[src/core/pmx_map.svh]
// Purpose: register offsets, field positions and reset values of the management bank
// Assumes: register numbers are word indices; byte address is four times the index
// Notes: definitions only
`ifndef PMX_MAP_SVH
`define PMX_MAP_SVH

// register indices
`define PMX_IDX_EXPANSION 5'h06
`define PMX_IDX_RSVD_LO 5'h08
`define PMX_IDX_RSVD_HI 5'h0F
`define PMX_IDX_STATUS_CTRL 5'h10
`define PMX_IDX_SPECIAL 5'h11
`define PMX_IDX_ADDRESS 5'h12
`define PMX_IDX_FALSE_CARRIER 5'h13
`define PMX_IDX_DISCONNECT 5'h14

// expansion fields
`define PMX_EXP_PD_FAULT 4
`define PMX_EXP_LP_NP_ABLE 3
`define PMX_EXP_NP_ABLE 2
`define PMX_EXP_PAGE_RX 1
`define PMX_EXP_LP_AN_ABLE 0

// status and control fields
`define PMX_SC_DISC_EN 13
`define PMX_SC_TX_FC_EN 12
`define PMX_SC_DESER_SYNC 11
`define PMX_SC_PD_100 10
`define PMX_SC_PD_10 9
`define PMX_SC_POLARITY 8
`define PMX_SC_SPEED 1
`define PMX_SC_DUPLEX 0

// special control writable bits (bit 10 reserved)
`define PMX_SPC_WMASK 16'hFBFF
`define PMX_SPC_RESET 16'h0000
`define PMX_SC_RESET 2'h0

// fixed address field
`define PMX_PHY_ADDR 16'h0001

// bus answers
`define PMX_RESP_OKAY 2'h0
`define PMX_RESP_SLVERR 2'h2

`endif

[src/core/pmx_pkg.sv]
// Purpose: types of the management register bank
// Assumes: constants live in pmx_map.svh
// Notes: none
package pmx_pkg;

	// write path state
	typedef enum logic [1:0] {
		PMX_W_IDLE = 2'b00,
		PMX_W_RESP = 2'b01
	} pmx_wstate_e;

	// read path state
	typedef enum logic [1:0] {
		PMX_R_IDLE = 2'b00,
		PMX_R_RESP = 2'b01
	} pmx_rstate_e;

	// control outputs toward the phy datapath
	typedef struct packed {
		logic scrambler_bypass;
		logic enc_4b5b_bypass;
		logic force_h_pattern;
		logic force_34_pattern;
		logic force_link_good;
		logic tx_crs_disable;
		logic dyn_pd_disable;
		logic an_loopback;
		logic tx_tristate;
		logic rx_filter_bypass;
		logic auto_pol_disable;
		logic squelch_test_disable;
		logic ext_squelch_en;
		logic link_integrity_disable;
		logic jabber_disable;
		logic disconnect_en;
		logic tx_flow_ctrl_en;
	} pmx_ctrl_s;

	// status inputs from the phy datapath
	typedef struct packed {
		logic pd_fault_evt;
		logic page_rx_evt;
		logic lp_np_able;
		logic lp_an_able;
		logic local_np_able;
		logic deser_sync;
		logic pd_100;
		logic pd_10;
		logic pol_reversed;
		logic speed_100;
		logic full_duplex;
		logic false_carrier_evt;
		logic disconnect_evt;
	} pmx_stat_s;

endpackage

[src/core/pmx_regs.sv]
// Purpose: phy management extension registers behind an axi4-lite slave
// Assumes: inputs synchronous to sys_clk; events are one-cycle pulses
// Notes: read side effects happen when the read address is taken;
//   an event in the same cycle as its read clear wins;
//   both event counters freeze at all ones until read;
//   byte address is four times the register number;
//   unmapped or misaligned addresses answer slverr and change nothing;
//   reserved numbers 8 to 15 answer okay and read zero;
//   each answer comes one cycle after its request is taken;
//   status levels are shown live, so their defaults come from the datapath
//
// Local design decision: the AXI4-Lite interface to the registers.
`timescale 1ns/1ps
`include "pmx_map.svh"

module pmx_regs (
	// clock and reset
	input wire logic sys_clk,
	input wire logic reset,
	// axi4-lite write address
	input wire logic [7:0] s_axi_awaddr,
	input wire logic s_axi_awvalid,
	output logic s_axi_awready,
	// axi4-lite write data
	input wire logic [31:0] s_axi_wdata,
	input wire logic [3:0] s_axi_wstrb,
	input wire logic s_axi_wvalid,
	output logic s_axi_wready,
	// axi4-lite write response
	output logic [1:0] s_axi_bresp,
	output logic s_axi_bvalid,
	input wire logic s_axi_bready,
	// axi4-lite read address
	input wire logic [7:0] s_axi_araddr,
	input wire logic s_axi_arvalid,
	output logic s_axi_arready,
	// axi4-lite read data
	output logic [31:0] s_axi_rdata,
	output logic [1:0] s_axi_rresp,
	output logic s_axi_rvalid,
	input wire logic s_axi_rready,
	// phy datapath side
	input wire pmx_pkg::pmx_stat_s phy_stat,
	output pmx_pkg::pmx_ctrl_s phy_ctrl
);

	// register map, byte address is four times the number:
	//   0x18 expansion, latched events and partner abilities
	//   0x20 to 0x3C reserved, read zero, answer okay
	//   0x40 status and control, 0x44 special control
	//   0x48 fixed address, 0x4C false carrier, 0x50 disconnect

	// next value of a saturating event counter with read clear; the event wins
	function automatic logic [15:0] pmx_count_next(input logic [15:0] cnt, input logic evt,
		input logic clr);
		if (clr) begin
			pmx_count_next = evt ? 16'h0001 : 16'h0000;
		end else if (evt && (cnt != 16'hFFFF)) begin
			pmx_count_next = cnt + 16'h0001;
		end else begin
			pmx_count_next = cnt;
		end
	endfunction

	// mapped index check, shared by both paths
	function automatic logic pmx_mapped(input logic [7:0] addr);
		logic [5:0] idx;
		idx = addr[7:2];
		pmx_mapped = (addr[1:0] == 2'h0) && (idx[5] == 1'b0) && (
			(idx[4:0] == `PMX_IDX_EXPANSION) ||
			((idx[4:0] >= `PMX_IDX_RSVD_LO) && (idx[4:0] <= `PMX_IDX_RSVD_HI)) ||
			((idx[4:0] >= `PMX_IDX_STATUS_CTRL) && (idx[4:0] <= `PMX_IDX_DISCONNECT)));
	endfunction

	// index from a byte address
	function automatic logic [4:0] pmx_index(input logic [7:0] addr);
		pmx_index = addr[6:2];
	endfunction

	// bus state
	pmx_pkg::pmx_wstate_e wstate_q;
	pmx_pkg::pmx_rstate_e rstate_q;

	// held write beat, address and data arrive in either order
	logic aw_held_q;
	logic w_held_q;
	logic [7:0] awaddr_q;
	logic [15:0] wdata_q;
	logic [1:0] wstrb_q;

	// registered answers
	logic [1:0] bresp_q;
	logic [31:0] rdata_q;
	logic [1:0] rresp_q;

	// register storage
	logic [1:0] sc_ctrl_q;
	logic [15:0] spc_q;
	logic pd_fault_q;
	logic page_rx_q;
	logic [15:0] false_cnt_q;
	logic [15:0] disc_cnt_q;

	// handshakes and decode
	logic [15:0] spc_wr;
	logic aw_take;
	logic w_take;
	logic ar_take;
	logic wr_fire;
	logic [15:0] rd_word;
	logic [4:0] rd_idx;
	logic [4:0] wr_idx;
	logic rd_exp;
	logic rd_false;
	logic rd_disc;
	logic wr_ok;

	// write channel handshakes; address and data taken in either order
	assign s_axi_awready = (wstate_q == pmx_pkg::PMX_W_IDLE) && !aw_held_q;
	assign s_axi_wready = (wstate_q == pmx_pkg::PMX_W_IDLE) && !w_held_q;
	assign aw_take = s_axi_awvalid && s_axi_awready;
	assign w_take = s_axi_wvalid && s_axi_wready;
	assign wr_fire = (wstate_q == pmx_pkg::PMX_W_IDLE) &&
		(aw_held_q || aw_take) && (w_held_q || w_take);
	assign s_axi_bvalid = (wstate_q == pmx_pkg::PMX_W_RESP);
	assign s_axi_bresp = bresp_q;

	// read channel handshakes
	assign s_axi_arready = (rstate_q == pmx_pkg::PMX_R_IDLE);
	assign ar_take = s_axi_arvalid && s_axi_arready;
	assign s_axi_rvalid = (rstate_q == pmx_pkg::PMX_R_RESP);
	assign s_axi_rdata = rdata_q;
	assign s_axi_rresp = rresp_q;

	// hold a write address taken before its data
	always_ff @(posedge sys_clk) begin
		if (reset) begin
			aw_held_q <= 1'b0;
			awaddr_q <= 8'h00;
		end else if (wr_fire) begin
			aw_held_q <= 1'b0;
		end else if (aw_take) begin
			aw_held_q <= 1'b1;
			awaddr_q <= s_axi_awaddr;
		end
	end

	// hold write data taken before its address
	always_ff @(posedge sys_clk) begin
		if (reset) begin
			w_held_q <= 1'b0;
			wdata_q <= 16'h0000;
			wstrb_q <= 2'h0;
		end else if (wr_fire) begin
			w_held_q <= 1'b0;
		end else if (w_take) begin
			w_held_q <= 1'b1;
			wdata_q <= s_axi_wdata[15:0];
			wstrb_q <= s_axi_wstrb[1:0];
		end
	end

	// effective write beat, from holding registers or the bus directly
	logic [7:0] wr_addr;
	logic [15:0] wr_data;
	logic [1:0] wr_strb;
	assign wr_addr = aw_held_q ? awaddr_q : s_axi_awaddr;
	assign wr_data = w_held_q ? wdata_q : s_axi_wdata[15:0];
	assign wr_strb = w_held_q ? wstrb_q : s_axi_wstrb[1:0];
	assign wr_idx = pmx_index(wr_addr);
	assign wr_ok = wr_fire && pmx_mapped(wr_addr);

	// special control word with the reserved bit forced low
	assign spc_wr = wr_data & `PMX_SPC_WMASK;

	// write response state
	always_ff @(posedge sys_clk) begin
		if (reset) begin
			wstate_q <= pmx_pkg::PMX_W_IDLE;
		end else begin
			case (wstate_q)
				pmx_pkg::PMX_W_IDLE: begin
					if (wr_fire) begin
						wstate_q <= pmx_pkg::PMX_W_RESP;
					end
				end
				pmx_pkg::PMX_W_RESP: begin
					if (s_axi_bready) begin
						wstate_q <= pmx_pkg::PMX_W_IDLE;
					end
				end
				default: wstate_q <= pmx_pkg::PMX_W_IDLE;
			endcase
		end
	end

	// write answer code, fixed when the write is performed
	always_ff @(posedge sys_clk) begin
		if (reset) begin
			bresp_q <= `PMX_RESP_OKAY;
		end else if (wr_fire) begin
			bresp_q <= wr_ok ? `PMX_RESP_OKAY : `PMX_RESP_SLVERR;
		end
	end

	// status and control writable bits 13:12, reserved bits dropped
	always_ff @(posedge sys_clk) begin
		if (reset) begin
			sc_ctrl_q <= `PMX_SC_RESET;
		end else if (wr_ok && (wr_idx == `PMX_IDX_STATUS_CTRL) && wr_strb[1]) begin
			sc_ctrl_q <= wr_data[`PMX_SC_DISC_EN:`PMX_SC_TX_FC_EN];
		end
	end

	// special control register, per byte lane, bit 10 kept zero
	always_ff @(posedge sys_clk) begin
		if (reset) begin
			spc_q <= `PMX_SPC_RESET;
		end else if (wr_ok && (wr_idx == `PMX_IDX_SPECIAL)) begin
			if (wr_strb[0]) begin
				spc_q[7:0] <= spc_wr[7:0];
			end
			if (wr_strb[1]) begin
				spc_q[15:8] <= spc_wr[15:8];
			end
		end
	end

	// read side effects decoded on the accepted read address
	assign rd_idx = pmx_index(s_axi_araddr);
	assign rd_exp = ar_take && pmx_mapped(s_axi_araddr) && (rd_idx == `PMX_IDX_EXPANSION);
	assign rd_false = ar_take && pmx_mapped(s_axi_araddr) &&
		(rd_idx == `PMX_IDX_FALSE_CARRIER);
	assign rd_disc = ar_take && pmx_mapped(s_axi_araddr) && (rd_idx == `PMX_IDX_DISCONNECT);

	// parallel detection fault latch; a new event wins over the read clear
	always_ff @(posedge sys_clk) begin
		if (reset) begin
			pd_fault_q <= 1'b0;
		end else begin
			pd_fault_q <= phy_stat.pd_fault_evt | (pd_fault_q & ~rd_exp);
		end
	end

	// page received latch; a new page wins over the read clear
	always_ff @(posedge sys_clk) begin
		if (reset) begin
			page_rx_q <= 1'b0;
		end else begin
			page_rx_q <= phy_stat.page_rx_evt | (page_rx_q & ~rd_exp);
		end
	end

	// false carrier counter, freezes when full
	always_ff @(posedge sys_clk) begin
		if (reset) begin
			false_cnt_q <= 16'h0000;
		end else begin
			false_cnt_q <= pmx_count_next(false_cnt_q, phy_stat.false_carrier_evt,
				rd_false);
		end
	end

	// disconnect counter, saturating
	always_ff @(posedge sys_clk) begin
		if (reset) begin
			disc_cnt_q <= 16'h0000;
		end else begin
			disc_cnt_q <= pmx_count_next(disc_cnt_q, phy_stat.disconnect_evt,
				rd_disc);
		end
	end

	// read multiplexer
	always_comb begin
		rd_word = 16'h0000;
		case (rd_idx)
			`PMX_IDX_EXPANSION: begin
				rd_word[`PMX_EXP_PD_FAULT] = pd_fault_q;
				rd_word[`PMX_EXP_LP_NP_ABLE] = phy_stat.lp_np_able;
				rd_word[`PMX_EXP_NP_ABLE] = phy_stat.local_np_able;
				rd_word[`PMX_EXP_PAGE_RX] = page_rx_q;
				rd_word[`PMX_EXP_LP_AN_ABLE] = phy_stat.lp_an_able;
			end
			`PMX_IDX_STATUS_CTRL: begin
				rd_word[`PMX_SC_DISC_EN:`PMX_SC_TX_FC_EN] = sc_ctrl_q;
				rd_word[`PMX_SC_DESER_SYNC] = phy_stat.deser_sync;
				rd_word[`PMX_SC_PD_100] = phy_stat.pd_100;
				rd_word[`PMX_SC_PD_10] = phy_stat.pd_10;
				rd_word[`PMX_SC_POLARITY] = phy_stat.pol_reversed;
				rd_word[`PMX_SC_SPEED] = phy_stat.speed_100;
				rd_word[`PMX_SC_DUPLEX] = phy_stat.full_duplex;
			end
			`PMX_IDX_SPECIAL: rd_word = spc_q;
			`PMX_IDX_ADDRESS: rd_word = `PMX_PHY_ADDR;
			`PMX_IDX_FALSE_CARRIER: rd_word = false_cnt_q;
			`PMX_IDX_DISCONNECT: rd_word = disc_cnt_q;
			default: rd_word = 16'h0000;
		endcase
	end

	// read data and answer code, caught as the read address is taken
	always_ff @(posedge sys_clk) begin
		if (reset) begin
			rdata_q <= 32'h00000000;
			rresp_q <= `PMX_RESP_OKAY;
		end else if (ar_take && pmx_mapped(s_axi_araddr)) begin
			rdata_q <= {16'h0000, rd_word};
			rresp_q <= `PMX_RESP_OKAY;
		end else if (ar_take) begin
			rdata_q <= 32'h00000000;
			rresp_q <= `PMX_RESP_SLVERR;
		end
	end

	// read response state
	always_ff @(posedge sys_clk) begin
		if (reset) begin
			rstate_q <= pmx_pkg::PMX_R_IDLE;
		end else begin
			case (rstate_q)
				pmx_pkg::PMX_R_IDLE: begin
					if (ar_take) begin
						rstate_q <= pmx_pkg::PMX_R_RESP;
					end
				end
				pmx_pkg::PMX_R_RESP: begin
					if (s_axi_rready) begin
						rstate_q <= pmx_pkg::PMX_R_IDLE;
					end
				end
				default: rstate_q <= pmx_pkg::PMX_R_IDLE;
			endcase
		end
	end

	// control outputs straight from the registers
	always_comb begin
		phy_ctrl.disconnect_en = sc_ctrl_q[1];
		phy_ctrl.tx_flow_ctrl_en = sc_ctrl_q[0];
		phy_ctrl.scrambler_bypass = spc_q[15];
		phy_ctrl.enc_4b5b_bypass = spc_q[14];
		phy_ctrl.force_h_pattern = spc_q[13];
		phy_ctrl.force_34_pattern = spc_q[12];
		phy_ctrl.force_link_good = spc_q[11];
		phy_ctrl.tx_crs_disable = spc_q[9];
		phy_ctrl.dyn_pd_disable = spc_q[8];
		phy_ctrl.an_loopback = spc_q[7];
		phy_ctrl.tx_tristate = spc_q[6];
		phy_ctrl.rx_filter_bypass = spc_q[5];
		phy_ctrl.auto_pol_disable = spc_q[4];
		phy_ctrl.squelch_test_disable = spc_q[3];
		phy_ctrl.ext_squelch_en = spc_q[2];
		phy_ctrl.link_integrity_disable = spc_q[1];
		phy_ctrl.jabber_disable = spc_q[0];
	end

endmodule

[config.mk]
export PLATFORM = sky130hd
export DESIGN_NAME = pmx_regs
export DESIGN_NICKNAME = d
export VERILOG_FILES = /design/src/core/pmx_pkg.sv /design/src/core/pmx_regs.sv
export VERILOG_INCLUDE_DIRS = /design/src /design/src/core
export SDC_FILE = /design/constraint.sdc
export NUM_CORES = 1
export LEC_CHECK = 0
export BUFFER_PORTS_ARGS = -buffer_cell sky130_fd_sc_hd__buf_2
export CAP_MARGIN = 20
export CORE_MARGIN = 3
export CORE_UTILIZATION = 47
export CTS_CLUSTER_SIZE = 14
export DETAILED_ROUTE_END_ITERATION = 16
export GPL_TIMING_DRIVEN = 1
export PLACE_DENSITY_LB_ADDON = 0.25
export REMOVE_ABC_BUFFERS = 1
export SLEW_MARGIN = 20
export SYNTH_ARGS = -nofsm -noshare
export SYNTH_HDL_FRONTEND = slang
export SYNTH_SLANG_ARGS = --single-unit
[constraint.sdc]
create_clock -name sys_clk -period 2.93 [get_ports sys_clk]
set_input_delay 0.1465 -clock sys_clk [delete_from_list [all_inputs] [get_ports sys_clk]]
set_output_delay 0.1465 -clock sys_clk [all_outputs]
set_load 0.02 [all_outputs]
==> results of run 1 <==
## sequential cells by signal (all words and copies together), names as in the netlist, 2 cells and up
| name | flops |
|---|---|
| wdata_q | 15 |
| wstrb_q | 2 |
| spc_q | 15 |
| sc_ctrl_q | 2 |
| false_cnt_q | 16 |
| s_axi_rdata | 16 |
| awaddr_q | 8 |
| disc_cnt_q | 16 |
## metal layers
layer	global-route usage, %	part of all wire, %
met3	2.84	5.9
met5	0	0
met2	33.7	45
met1	32.3	46
met4	8.93	2.4
## cell usage in the layout (no fill, tap or decap), types with 2 or more instances in the layout
| cell | count |
|---|---|
| sky130_fd_sc_hd__a221oi_1 | 5 |
| sky130_fd_sc_hd__dlygate4sd3_1 | 2 |
| sky130_fd_sc_hd__o22ai_1 | 2 |
| sky130_fd_sc_hd__nand3b_1 | 6 |
| sky130_fd_sc_hd__or2_2 | 4 |
| sky130_fd_sc_hd__nor2b_1 | 2 |
| sky130_fd_sc_hd__and3_1 | 8 |
| sky130_fd_sc_hd__o21ai_0 | 25 |
| sky130_fd_sc_hd__o31a_1 | 2 |
| sky130_fd_sc_hd__mux2_2 | 15 |
| sky130_fd_sc_hd__a211oi_1 | 8 |
| sky130_fd_sc_hd__buf_2 | 92 |
| sky130_fd_sc_hd__nor3b_1 | 3 |
| sky130_fd_sc_hd__a222oi_1 | 5 |
| sky130_fd_sc_hd__conb_1 | 18 |
| sky130_fd_sc_hd__and3b_1 | 3 |
| sky130_fd_sc_hd__dfxtp_1 | 98 |
| sky130_fd_sc_hd__nor4b_1 | 2 |
| sky130_fd_sc_hd__buf_4 | 6 |
| sky130_fd_sc_hd__or3_1 | 2 |
| sky130_fd_sc_hd__o211ai_1 | 3 |
| sky130_fd_sc_hd__ha_1 | 2 |
| sky130_fd_sc_hd__inv_1 | 6 |
| sky130_fd_sc_hd__a21oi_1 | 38 |
| sky130_fd_sc_hd__nand3_1 | 18 |
| sky130_fd_sc_hd__a22oi_1 | 7 |
| sky130_fd_sc_hd__mux2i_1 | 42 |
| sky130_fd_sc_hd__nor4_1 | 3 |
| sky130_fd_sc_hd__xnor2_1 | 9 |
| sky130_fd_sc_hd__xor2_1 | 14 |
| sky130_fd_sc_hd__nand2b_1 | 11 |
| sky130_fd_sc_hd__a22o_1 | 6 |
| sky130_fd_sc_hd__and4_1 | 5 |
| sky130_fd_sc_hd__nand4_1 | 15 |
| sky130_fd_sc_hd__nor3_1 | 11 |
| sky130_fd_sc_hd__nor2_1 | 73 |
| sky130_fd_sc_hd__clkbuf_8 | 11 |
| sky130_fd_sc_hd__nor2_2 | 2 |
| sky130_fd_sc_hd__nand2_1 | 55 |
## worst max-delay path: cells and delay by family, from the launching register on
family             cells  cell delay, ns
muxes                  1            0.44
AOI/OAI and AO/OA      2            0.58
and+or+nand+nor        2            0.61
DFF                    1            0.69
## final timing paths
path,endpoint,startpoint,slack [ns],depth (start not counted)
max reg2reg,spc_q[8]$_SDFFE_PP0P_,aw_held_q$_SDFFE_PP0P_,0.53,5
max,spc_q[8]$_SDFFE_PP0P_,aw_held_q$_SDFFE_PP0P_,0.53,5
min reg2reg,wdata_q[5]$_SDFFE_PP0P_,wdata_q[5]$_SDFFE_PP0P_,0.46,2
min,wdata_q[2]$_SDFFE_PP0P_,s_axi_wdata[2],0.02,3
## cell families (layout without fill, tap and decap cells)
logic type	Yosys count	in the layout	synth area share [%]
AOI/OAI and AO/OA	109	109	14.5
xor gates and xnor gates	23	23	4.04
adders and majority gates	2	2	0.502
buffers and inverters	55	121	6.47
DFF	98	98	39.3
muxes	57	57	11.8
other	1	18	0.0752
and+or+nand+nor	231	231	23.3
## power by group through the flow
stage	logic [mW]	registers (mW)	clock network, mW
final	0.313	1.39	0.909
after global routing	0.348	1.40	0.981
after CTS	0.311	1.39	0.921
after detailed placement	0.308	1.42	0
after global placement	0.303	1.42	0
after floorplan	0.176	1.43	0
## final cells by class
cell class / instances / area, um2
fill: 935 / 4400
multi-input combinational: 440 / 2770
sequential: 98 / 1960
timing repair buffer: 100 / 526
tap: 133 / 166
clock buffer: 11 / 151
clock inverter: 4 / 51.3
inverter: 6 / 22.5
## per-stage QoR
step           cells  total power [mW]
6_report         792              2.61
3_5_place_dp     775              1.73
5_1_grt          792              2.73
3_3_place_gp     775              1.72
2_1_floorplan    544              1.60
4_1_cts          792              2.62
## synth_stat cells, types with 3 or more instances
| master | instances |
|---|---|
| sky130_fd_sc_hd__nand4_1 | 15 |
| sky130_fd_sc_hd__a22o_1 | 6 |
| sky130_fd_sc_hd__xor2_1 | 14 |
| sky130_fd_sc_hd__nor3_1 | 11 |
| sky130_fd_sc_hd__nand2_1 | 55 |
| sky130_fd_sc_hd__and3_1 | 8 |
| sky130_fd_sc_hd__o21ai_0 | 25 |
| sky130_fd_sc_hd__buf_1 | 3 |
| sky130_fd_sc_hd__nor3b_1 | 3 |
| sky130_fd_sc_hd__dfxtp_1 | 98 |
| sky130_fd_sc_hd__mux2i_1 | 42 |
| sky130_fd_sc_hd__buf_4 | 19 |
| sky130_fd_sc_hd__a21oi_1 | 38 |
| sky130_fd_sc_hd__clkbuf_1 | 18 |
| sky130_fd_sc_hd__o211ai_1 | 3 |
| sky130_fd_sc_hd__a22oi_1 | 7 |
| sky130_fd_sc_hd__and4_1 | 5 |
| sky130_fd_sc_hd__nand3b_1 | 6 |
| sky130_fd_sc_hd__and3b_1 | 3 |
| sky130_fd_sc_hd__nand2b_1 | 11 |
| sky130_fd_sc_hd__inv_1 | 6 |
| sky130_fd_sc_hd__xnor2_1 | 9 |
| sky130_fd_sc_hd__buf_6 | 3 |
| sky130_fd_sc_hd__a222oi_1 | 5 |
| sky130_fd_sc_hd__or2_2 | 4 |
| sky130_fd_sc_hd__a211oi_1 | 8 |
| sky130_fd_sc_hd__buf_2 | 4 |
| sky130_fd_sc_hd__nor2_1 | 73 |
| sky130_fd_sc_hd__a221oi_1 | 5 |
| sky130_fd_sc_hd__nor4_1 | 3 |
| sky130_fd_sc_hd__mux2_2 | 15 |
| sky130_fd_sc_hd__nand3_1 | 18 |
## what timing repair did
action	CTS	global route
hold buffers	2	0
hold endpoints to repair	2	0
resized for setup	0	0
setup endpoints to repair	0	0
==> results_dict.tcl, run 1 <==
set metrics [dict create \
    floorplan.rows 36 \
    timing.critical_path.required_ns 3.21 \
    number_of_nets_in_the_layout 729 \
    finClkSkew_ns 0.0106 \
    cts_sinks 98 \
    post-route-period-util_pct 82.0 \
    cts_tree "done" \
    setup.worst_path.start_class "register" \
    final_routed_drc_violation_total 0 \
    hpwlAfterDp_um 9590 \
    netlist.top_cell.by_area "sky130_fd_sc_hd__dfxtp_1" \
    irDropWorstVdd_uv 226 \
    asyncSetResetFlopFracSynth_pct 0 \
    finish.utilization_pct 56.2 \
    synth-warning-count 0 \
    grt_util_all_layers_pct 22.4 \
    timing.critical_path.slowest_cell_delay_ns 0.69 \
    global_route_wire_length_before_repair_um 20800 \
    ctsRootBufferMaster "sky130_fd_sc_hd__clkbuf_8" \
    synth-edff-count 0 \
    die_h_um 109 \
    via_per_inst 5.62 \
    clk-insertion-delay-late_ns 0.36 \
    routedWlPerCell_um 16.5 \
    synthDistinctLibCells 58 \
    grt_max_degree 55 \
    crit_chain "mux2_2 -> a2111oi_4 -> and3b_1 -> nor2_1 -> a211oi_1" \
    areaGrowthSynthToFinish_pct 13.2 \
    antenna-diode-count 0 \
    start_util_pct 49.7 \
    synth.avg_cell_area_um2 8.66 \
    fin_area_um2 5650 \
    cts.clk_slew.worst_paths_ns 0.09 \
    synth_top_area_share_pct 39.3 \
    firstDrtPassIters 5 \
    ys_seq_elements 98 \
    share_seq_of_total_power_pct 53.3 \
    rsz_0062_raised_after_global_routing "false" \
    syn-cell-area_um2 4990 \
    dr_total_vias 4451 \
    synthesis.instances 576 \
    design.portCount 130 \
    power.share.switching_pct 26.4 \
    detail-route-antenna-nets 0 \
    finalCriticalPeriod_ns 2.40 \
    max-clock-path-buffers 2 \
    antenna_found_initial 0 \
    slew_limit_headroom_pct 42.8 \
    cts-buffers-inserted 9 \
    post_cts_setup_driven_buffer_insertion_count 0 \
    wl_um 13100 \
    setup_slack_placement_ns 0.588 \
    fin_worst_hold_slack_ns 0.0235 \
    core-area_um2 10000 \
    worst-endpoint-arrival_ns 2.68 \
    grt_pass1_vias 4140 \
    crit_path_top_delay_cell "sky130_fd_sc_hd__dfxtp_1" \
    clock_power_share_pct 34.8 \
    max_cap_viol_count 0 \
    ys.flop_type "sky130_fd_sc_hd__dfxtp_1" \
    synthTopCellsByArea "sky130_fd_sc_hd__dfxtp_1 39%, sky130_fd_sc_hd__mux2i_1 8.4%, sky130_fd_sc_hd__nor2_1 5.5%, sky130_fd_sc_hd__nand2_1 4.1%, sky130_fd_sc_hd__a21oi_1 3.8%" \
    gr-total-overflow 0 \
    finalWorstSetupSlack_ns 0.529 \
    buffer_ports.inserted 92 \
    setup-violations-final 0 \
    crit_path_end_kind "register" \
    slew_at_the_pin_closest_to_its_max_slew_limit_ns 0.857 \
    fmax_ghz 0.416 \
    leakage_nw 2.29 \
    placed_area_um2 5420 \
    ys_seq_area_share_pct 39.3 \
    p_int_mw 1.92 \
    final_number_of_max_transition_violations 0 \
    final_number_of_hold_violating_endpoints 0 \
    cts-htree-levels 3 \
    critPathMaxFanout 17 \
    fin_tns_setup_ns 0 \
    gpl.final_weighted_congestion 0.927 \
    outcome "finished clean" \
    drive_gt1_share_pct 21.5 \
    hold_path_class "input pin to register" \
    powerDensity_nw_per_um2 463 \
    net-switching-power_mw 0.691 \
    die_x_um 109 \
    share_comb_of_total_power_pct 12.0 \
    worst_setup_path_category "register to register" \
    die_area_um2 11900 \
    initialDrtViolationCount 342 \
]
(Power assumes the default switching activity.)
==> run 2: changes to the inputs <==
--- a/config.mk
+++ b/config.mk
@@ -6,6 +6,7 @@
 export SDC_FILE = /design/constraint.sdc
 export NUM_CORES = 1
 export LEC_CHECK = 0
+export ABC_AREA = 1
 export BUFFER_PORTS_ARGS = -buffer_cell sky130_fd_sc_hd__buf_2
 export CAP_MARGIN = 20
 export CORE_MARGIN = 3
==> constraint.sdc (replaced) <==
create_clock -name sys_clk -period 2.2 [get_ports sys_clk]
set_input_delay 0.11 -clock sys_clk [delete_from_list [all_inputs] [get_ports sys_clk]]
set_output_delay 0.11 -clock sys_clk [all_outputs]
set_load 0.02 [all_outputs]
==> run 2 against run 1 <==
Compared with the run above:
- die area increased by 3.7%
- synthesized cell count up 37%
- combinational power rose by 87%
- critical endpoint is now wdata_q[8]$_SDFFE_PP0P_
- largest power group unchanged
==> results_dict.tcl, run 2 <==
set metrics [dict create \
    outcome "finished clean" \
    hpwlAfterDp_um 10000 \
    wl_um 14000 \
    clock_power_share_pct 32.1 \
    global_route_wire_length_before_repair_um 23100 \
    die_h_um 111 \
    multi_input_area_um2 2600 \
    timing.critical_path.slowest_cell_delay_ns 0.46 \
    synthTopCellsByArea "sky130_fd_sc_hd__dfxtp_1 38%, sky130_fd_sc_hd__nand2_1 13%, sky130_fd_sc_hd__inv_1 7.8%, sky130_fd_sc_hd__o21ai_0 7.1%, sky130_fd_sc_hd__a21oi_1 6.5%" \
    worst-endpoint-arrival_ns 2.23 \
    mostFrequentLayoutCells "178 x sky130_fd_sc_hd__nand2_1, 107 x sky130_fd_sc_hd__inv_1, 98 x sky130_fd_sc_hd__dfxtp_1, 92 x sky130_fd_sc_hd__buf_2, 89 x sky130_fd_sc_hd__nor2_1" \
    synth-edff-count 0 \
    detail-route-antenna-nets 0 \
    post-route-period-util_pct 89.0 \
    post_layout_cell_count 1041 \
    max_cap_viol_count 0 \
    syn-cell-area_um2 5180 \
    net-switching-power_mw 1.16 \
    synthesis.instances 790 \
    crit_path_end_kind "register" \
    dr_total_vias 5317 \
    drive_gt1_share_pct 15.4 \
    ys.flop_type "sky130_fd_sc_hd__dfxtp_1" \
    yosys.cell_count.top_type "sky130_fd_sc_hd__nand2_1" \
    floorplan.rows 37 \
    setup.worst_path.start_class "register" \
    irDropWorstVdd_uv 344 \
    final_number_of_max_transition_violations 0 \
    synth_top_area_share_pct 37.8 \
    fmax_ghz 0.511 \
    ctsRootBufferMaster "sky130_fd_sc_hd__clkbuf_8" \
    cts_sinks 98 \
    gpl.final_weighted_congestion 0.905 \
    cts-htree-levels 3 \
    antenna-diode-count 0 \
    synth.avg_cell_area_um2 6.56 \
    worst_setup_path_category "register to register" \
    design.portCount 130 \
    share_comb_of_total_power_pct 15.9 \
    worstPathBufferInverterCount 1 \
    final_number_of_hold_violating_endpoints 0 \
    netlist.top_cell.by_area "sky130_fd_sc_hd__dfxtp_1" \
    grt_max_degree 44 \
    area.sequential_um2 1960 \
    firstDrtPassIters 5 \
    synth_commonest_cells "178 x sky130_fd_sc_hd__nand2_1, 108 x sky130_fd_sc_hd__inv_1, 98 x sky130_fd_sc_hd__dfxtp_1" \
    antenna_found_initial 1 \
    ys_seq_elements 98 \
    mostFrequentLayoutCell "sky130_fd_sc_hd__nand2_1" \
    powerDensity_nw_per_um2 598 \
    ys_seq_area_share_pct 37.8 \
    buffer_ports.inserted 92 \
    synth-warning-count 0 \
    via_per_inst 5.11 \
    power.share.switching_pct 31.6 \
    gr-total-overflow 0 \
    slew_limit_headroom_pct 64.8 \
    core-area_um2 10500 \
    grt_pass1_vias 4760 \
    leakage_nw 2.76 \
    start_util_pct 49.3 \
    timing.critical_path.max_delay_family "compound AO/OA/AOI/OAI gates" \
    crit_path_top_delay_cell "sky130_fd_sc_hd__dfxtp_1" \
    finClkSkew_ns 0.0149 \
    die_area_um2 12300 \
    grt_util_all_layers_pct 22.7 \
    synthDistinctLibCells 39 \
    hold_path_class "input pin to register" \
    post_cts_setup_driven_buffer_insertion_count 0 \
    cts-buffers-inserted 9 \
    max-clock-path-buffers 2 \
    die_x_um 111 \
    asyncSetResetFlopFracSynth_pct 0 \
    cts.clk_slew.worst_paths_ns 0.11 \
    areaGrowthSynthToFinish_pct 18.4 \
    fin_tns_setup_ns 0 \
    p_int_mw 2.51 \
    slew_at_the_pin_closest_to_its_max_slew_limit_ns 0.526 \
    finish.utilization_pct 58.4 \
    routedWlPerCell_um 13.5 \
    setup-violations-final 0 \
    finalCriticalPeriod_ns 1.96 \
    number_of_nets_in_the_layout 974 \
    final.fill_count 1047 \
    final_routed_drc_violation_total 0 \
    timing.critical_path.required_ns 2.47 \
    clk-insertion-delay-late_ns 0.38 \
    crit_chain "o21bai_1 -> nand3b_2 -> nand2_1 -> clkinvlp_4 -> o21ai_0 -> a21oi_1" \
    cts_tree "done" \
    initialDrtViolationCount 300 \
    dpl.cell_count 1003 \
    critPathMaxFanout 15 \
    share_seq_of_total_power_pct 52.0 \
]
[run 2: repair_timing]
item	in CTS	in global routing
resized for setup	0	2
setup endpoints to repair	0	5
hold buffers	21	0
endpoints found under the hold margin	21	0
[run 2: routing by layer]
layer / wire length, um / track usage (%)
met5: 13 / 0
met4: 241 / 6.73
met3: 963 / 6.82
met2: 6270 / 35.6
met1: 6510 / 30.3
[run 2: final timing paths]
kind | from | to | slack (ns) | depth (start not counted)
worst max register to register | w_held_q$_SDFFE_PP0P_ | wdata_q[8]$_SDFFE_PP0P_ | 0.24 | 6
worst min-delay path | s_axi_awaddr[0] | awaddr_q[0]$_SDFFE_PP0P_ | 0.01 | 3
worst min register to register | awaddr_q[6]$_SDFFE_PP0P_ | awaddr_q[6]$_SDFFE_PP0P_ | 0.46 | 2
worst max-delay path | w_held_q$_SDFFE_PP0P_ | wdata_q[8]$_SDFFE_PP0P_ | 0.24 | 6
[run 2: worst register-to-register path, stage by stage, from the launching register on]
cell	delay (ns)
sky130_fd_sc_hd__dfxtp_1	0.46
sky130_fd_sc_hd__o21bai_1	0.19
sky130_fd_sc_hd__nand3b_2	0.20
sky130_fd_sc_hd__nand2_1	0.32
sky130_fd_sc_hd__clkinvlp_4	0.34
sky130_fd_sc_hd__o21ai_0	0.27
sky130_fd_sc_hd__a21oi_1	0.07
[run 2: area by class of cell]
cell class                 count  area share [%]
timing repair buffer         129            12.9
clock inverter                 7            1.16
multi-input combinational    551            42.3
timing repair inverter         1           0.122
inverter                     110            6.78
tap                          136            2.77
sequential                    98            31.9
clock buffer                   9            2.02
[run 2: kinds of logic after synthesis]
logic type | share of synthesized area [%]
AND/OR/NAND/NOR | 29.4
XOR/XNOR | 1.35
AO/OA/AOI/OAI | 17.6
buffers and inverters | 13.3
flip-flops | 37.8
adder cells (fa/ha/maj) | 0.483
other | 0.0723
[run 2: stage by stage]
stage / area [um2] / total power [mW] / worst slack, ns / hold slack (ns)
after floorplan: 4970 / 2.29 / -0.121 / 0.179
after global placement: 5720 / 2.48 / 0.307 / 0.316
after detailed placement: 5720 / 2.49 / 0.282 / 0.328
after CTS: 6130 / 3.69 / 0.256 / 0.00141
after global routing: 6140 / 3.86 / -0.0000286 / 0.0129
final: 6140 / 3.67 / 0.241 / 0.00966
[run 2: power groups by stage]
| stage | Clock [mW] | Sequential, mW | Combinational (mW) |
|---|---|---|---|
| 6_report | 1.18 | 1.91 | 0.584 |
| 3_3_place_gp | 0 | 1.95 | 0.532 |
| 5_1_grt | 1.28 | 1.92 | 0.663 |
| 4_1_cts | 1.21 | 1.91 | 0.571 |
| 2_1_floorplan | 0 | 1.97 | 0.325 |
| 3_5_place_dp | 0 | 1.95 | 0.541 |
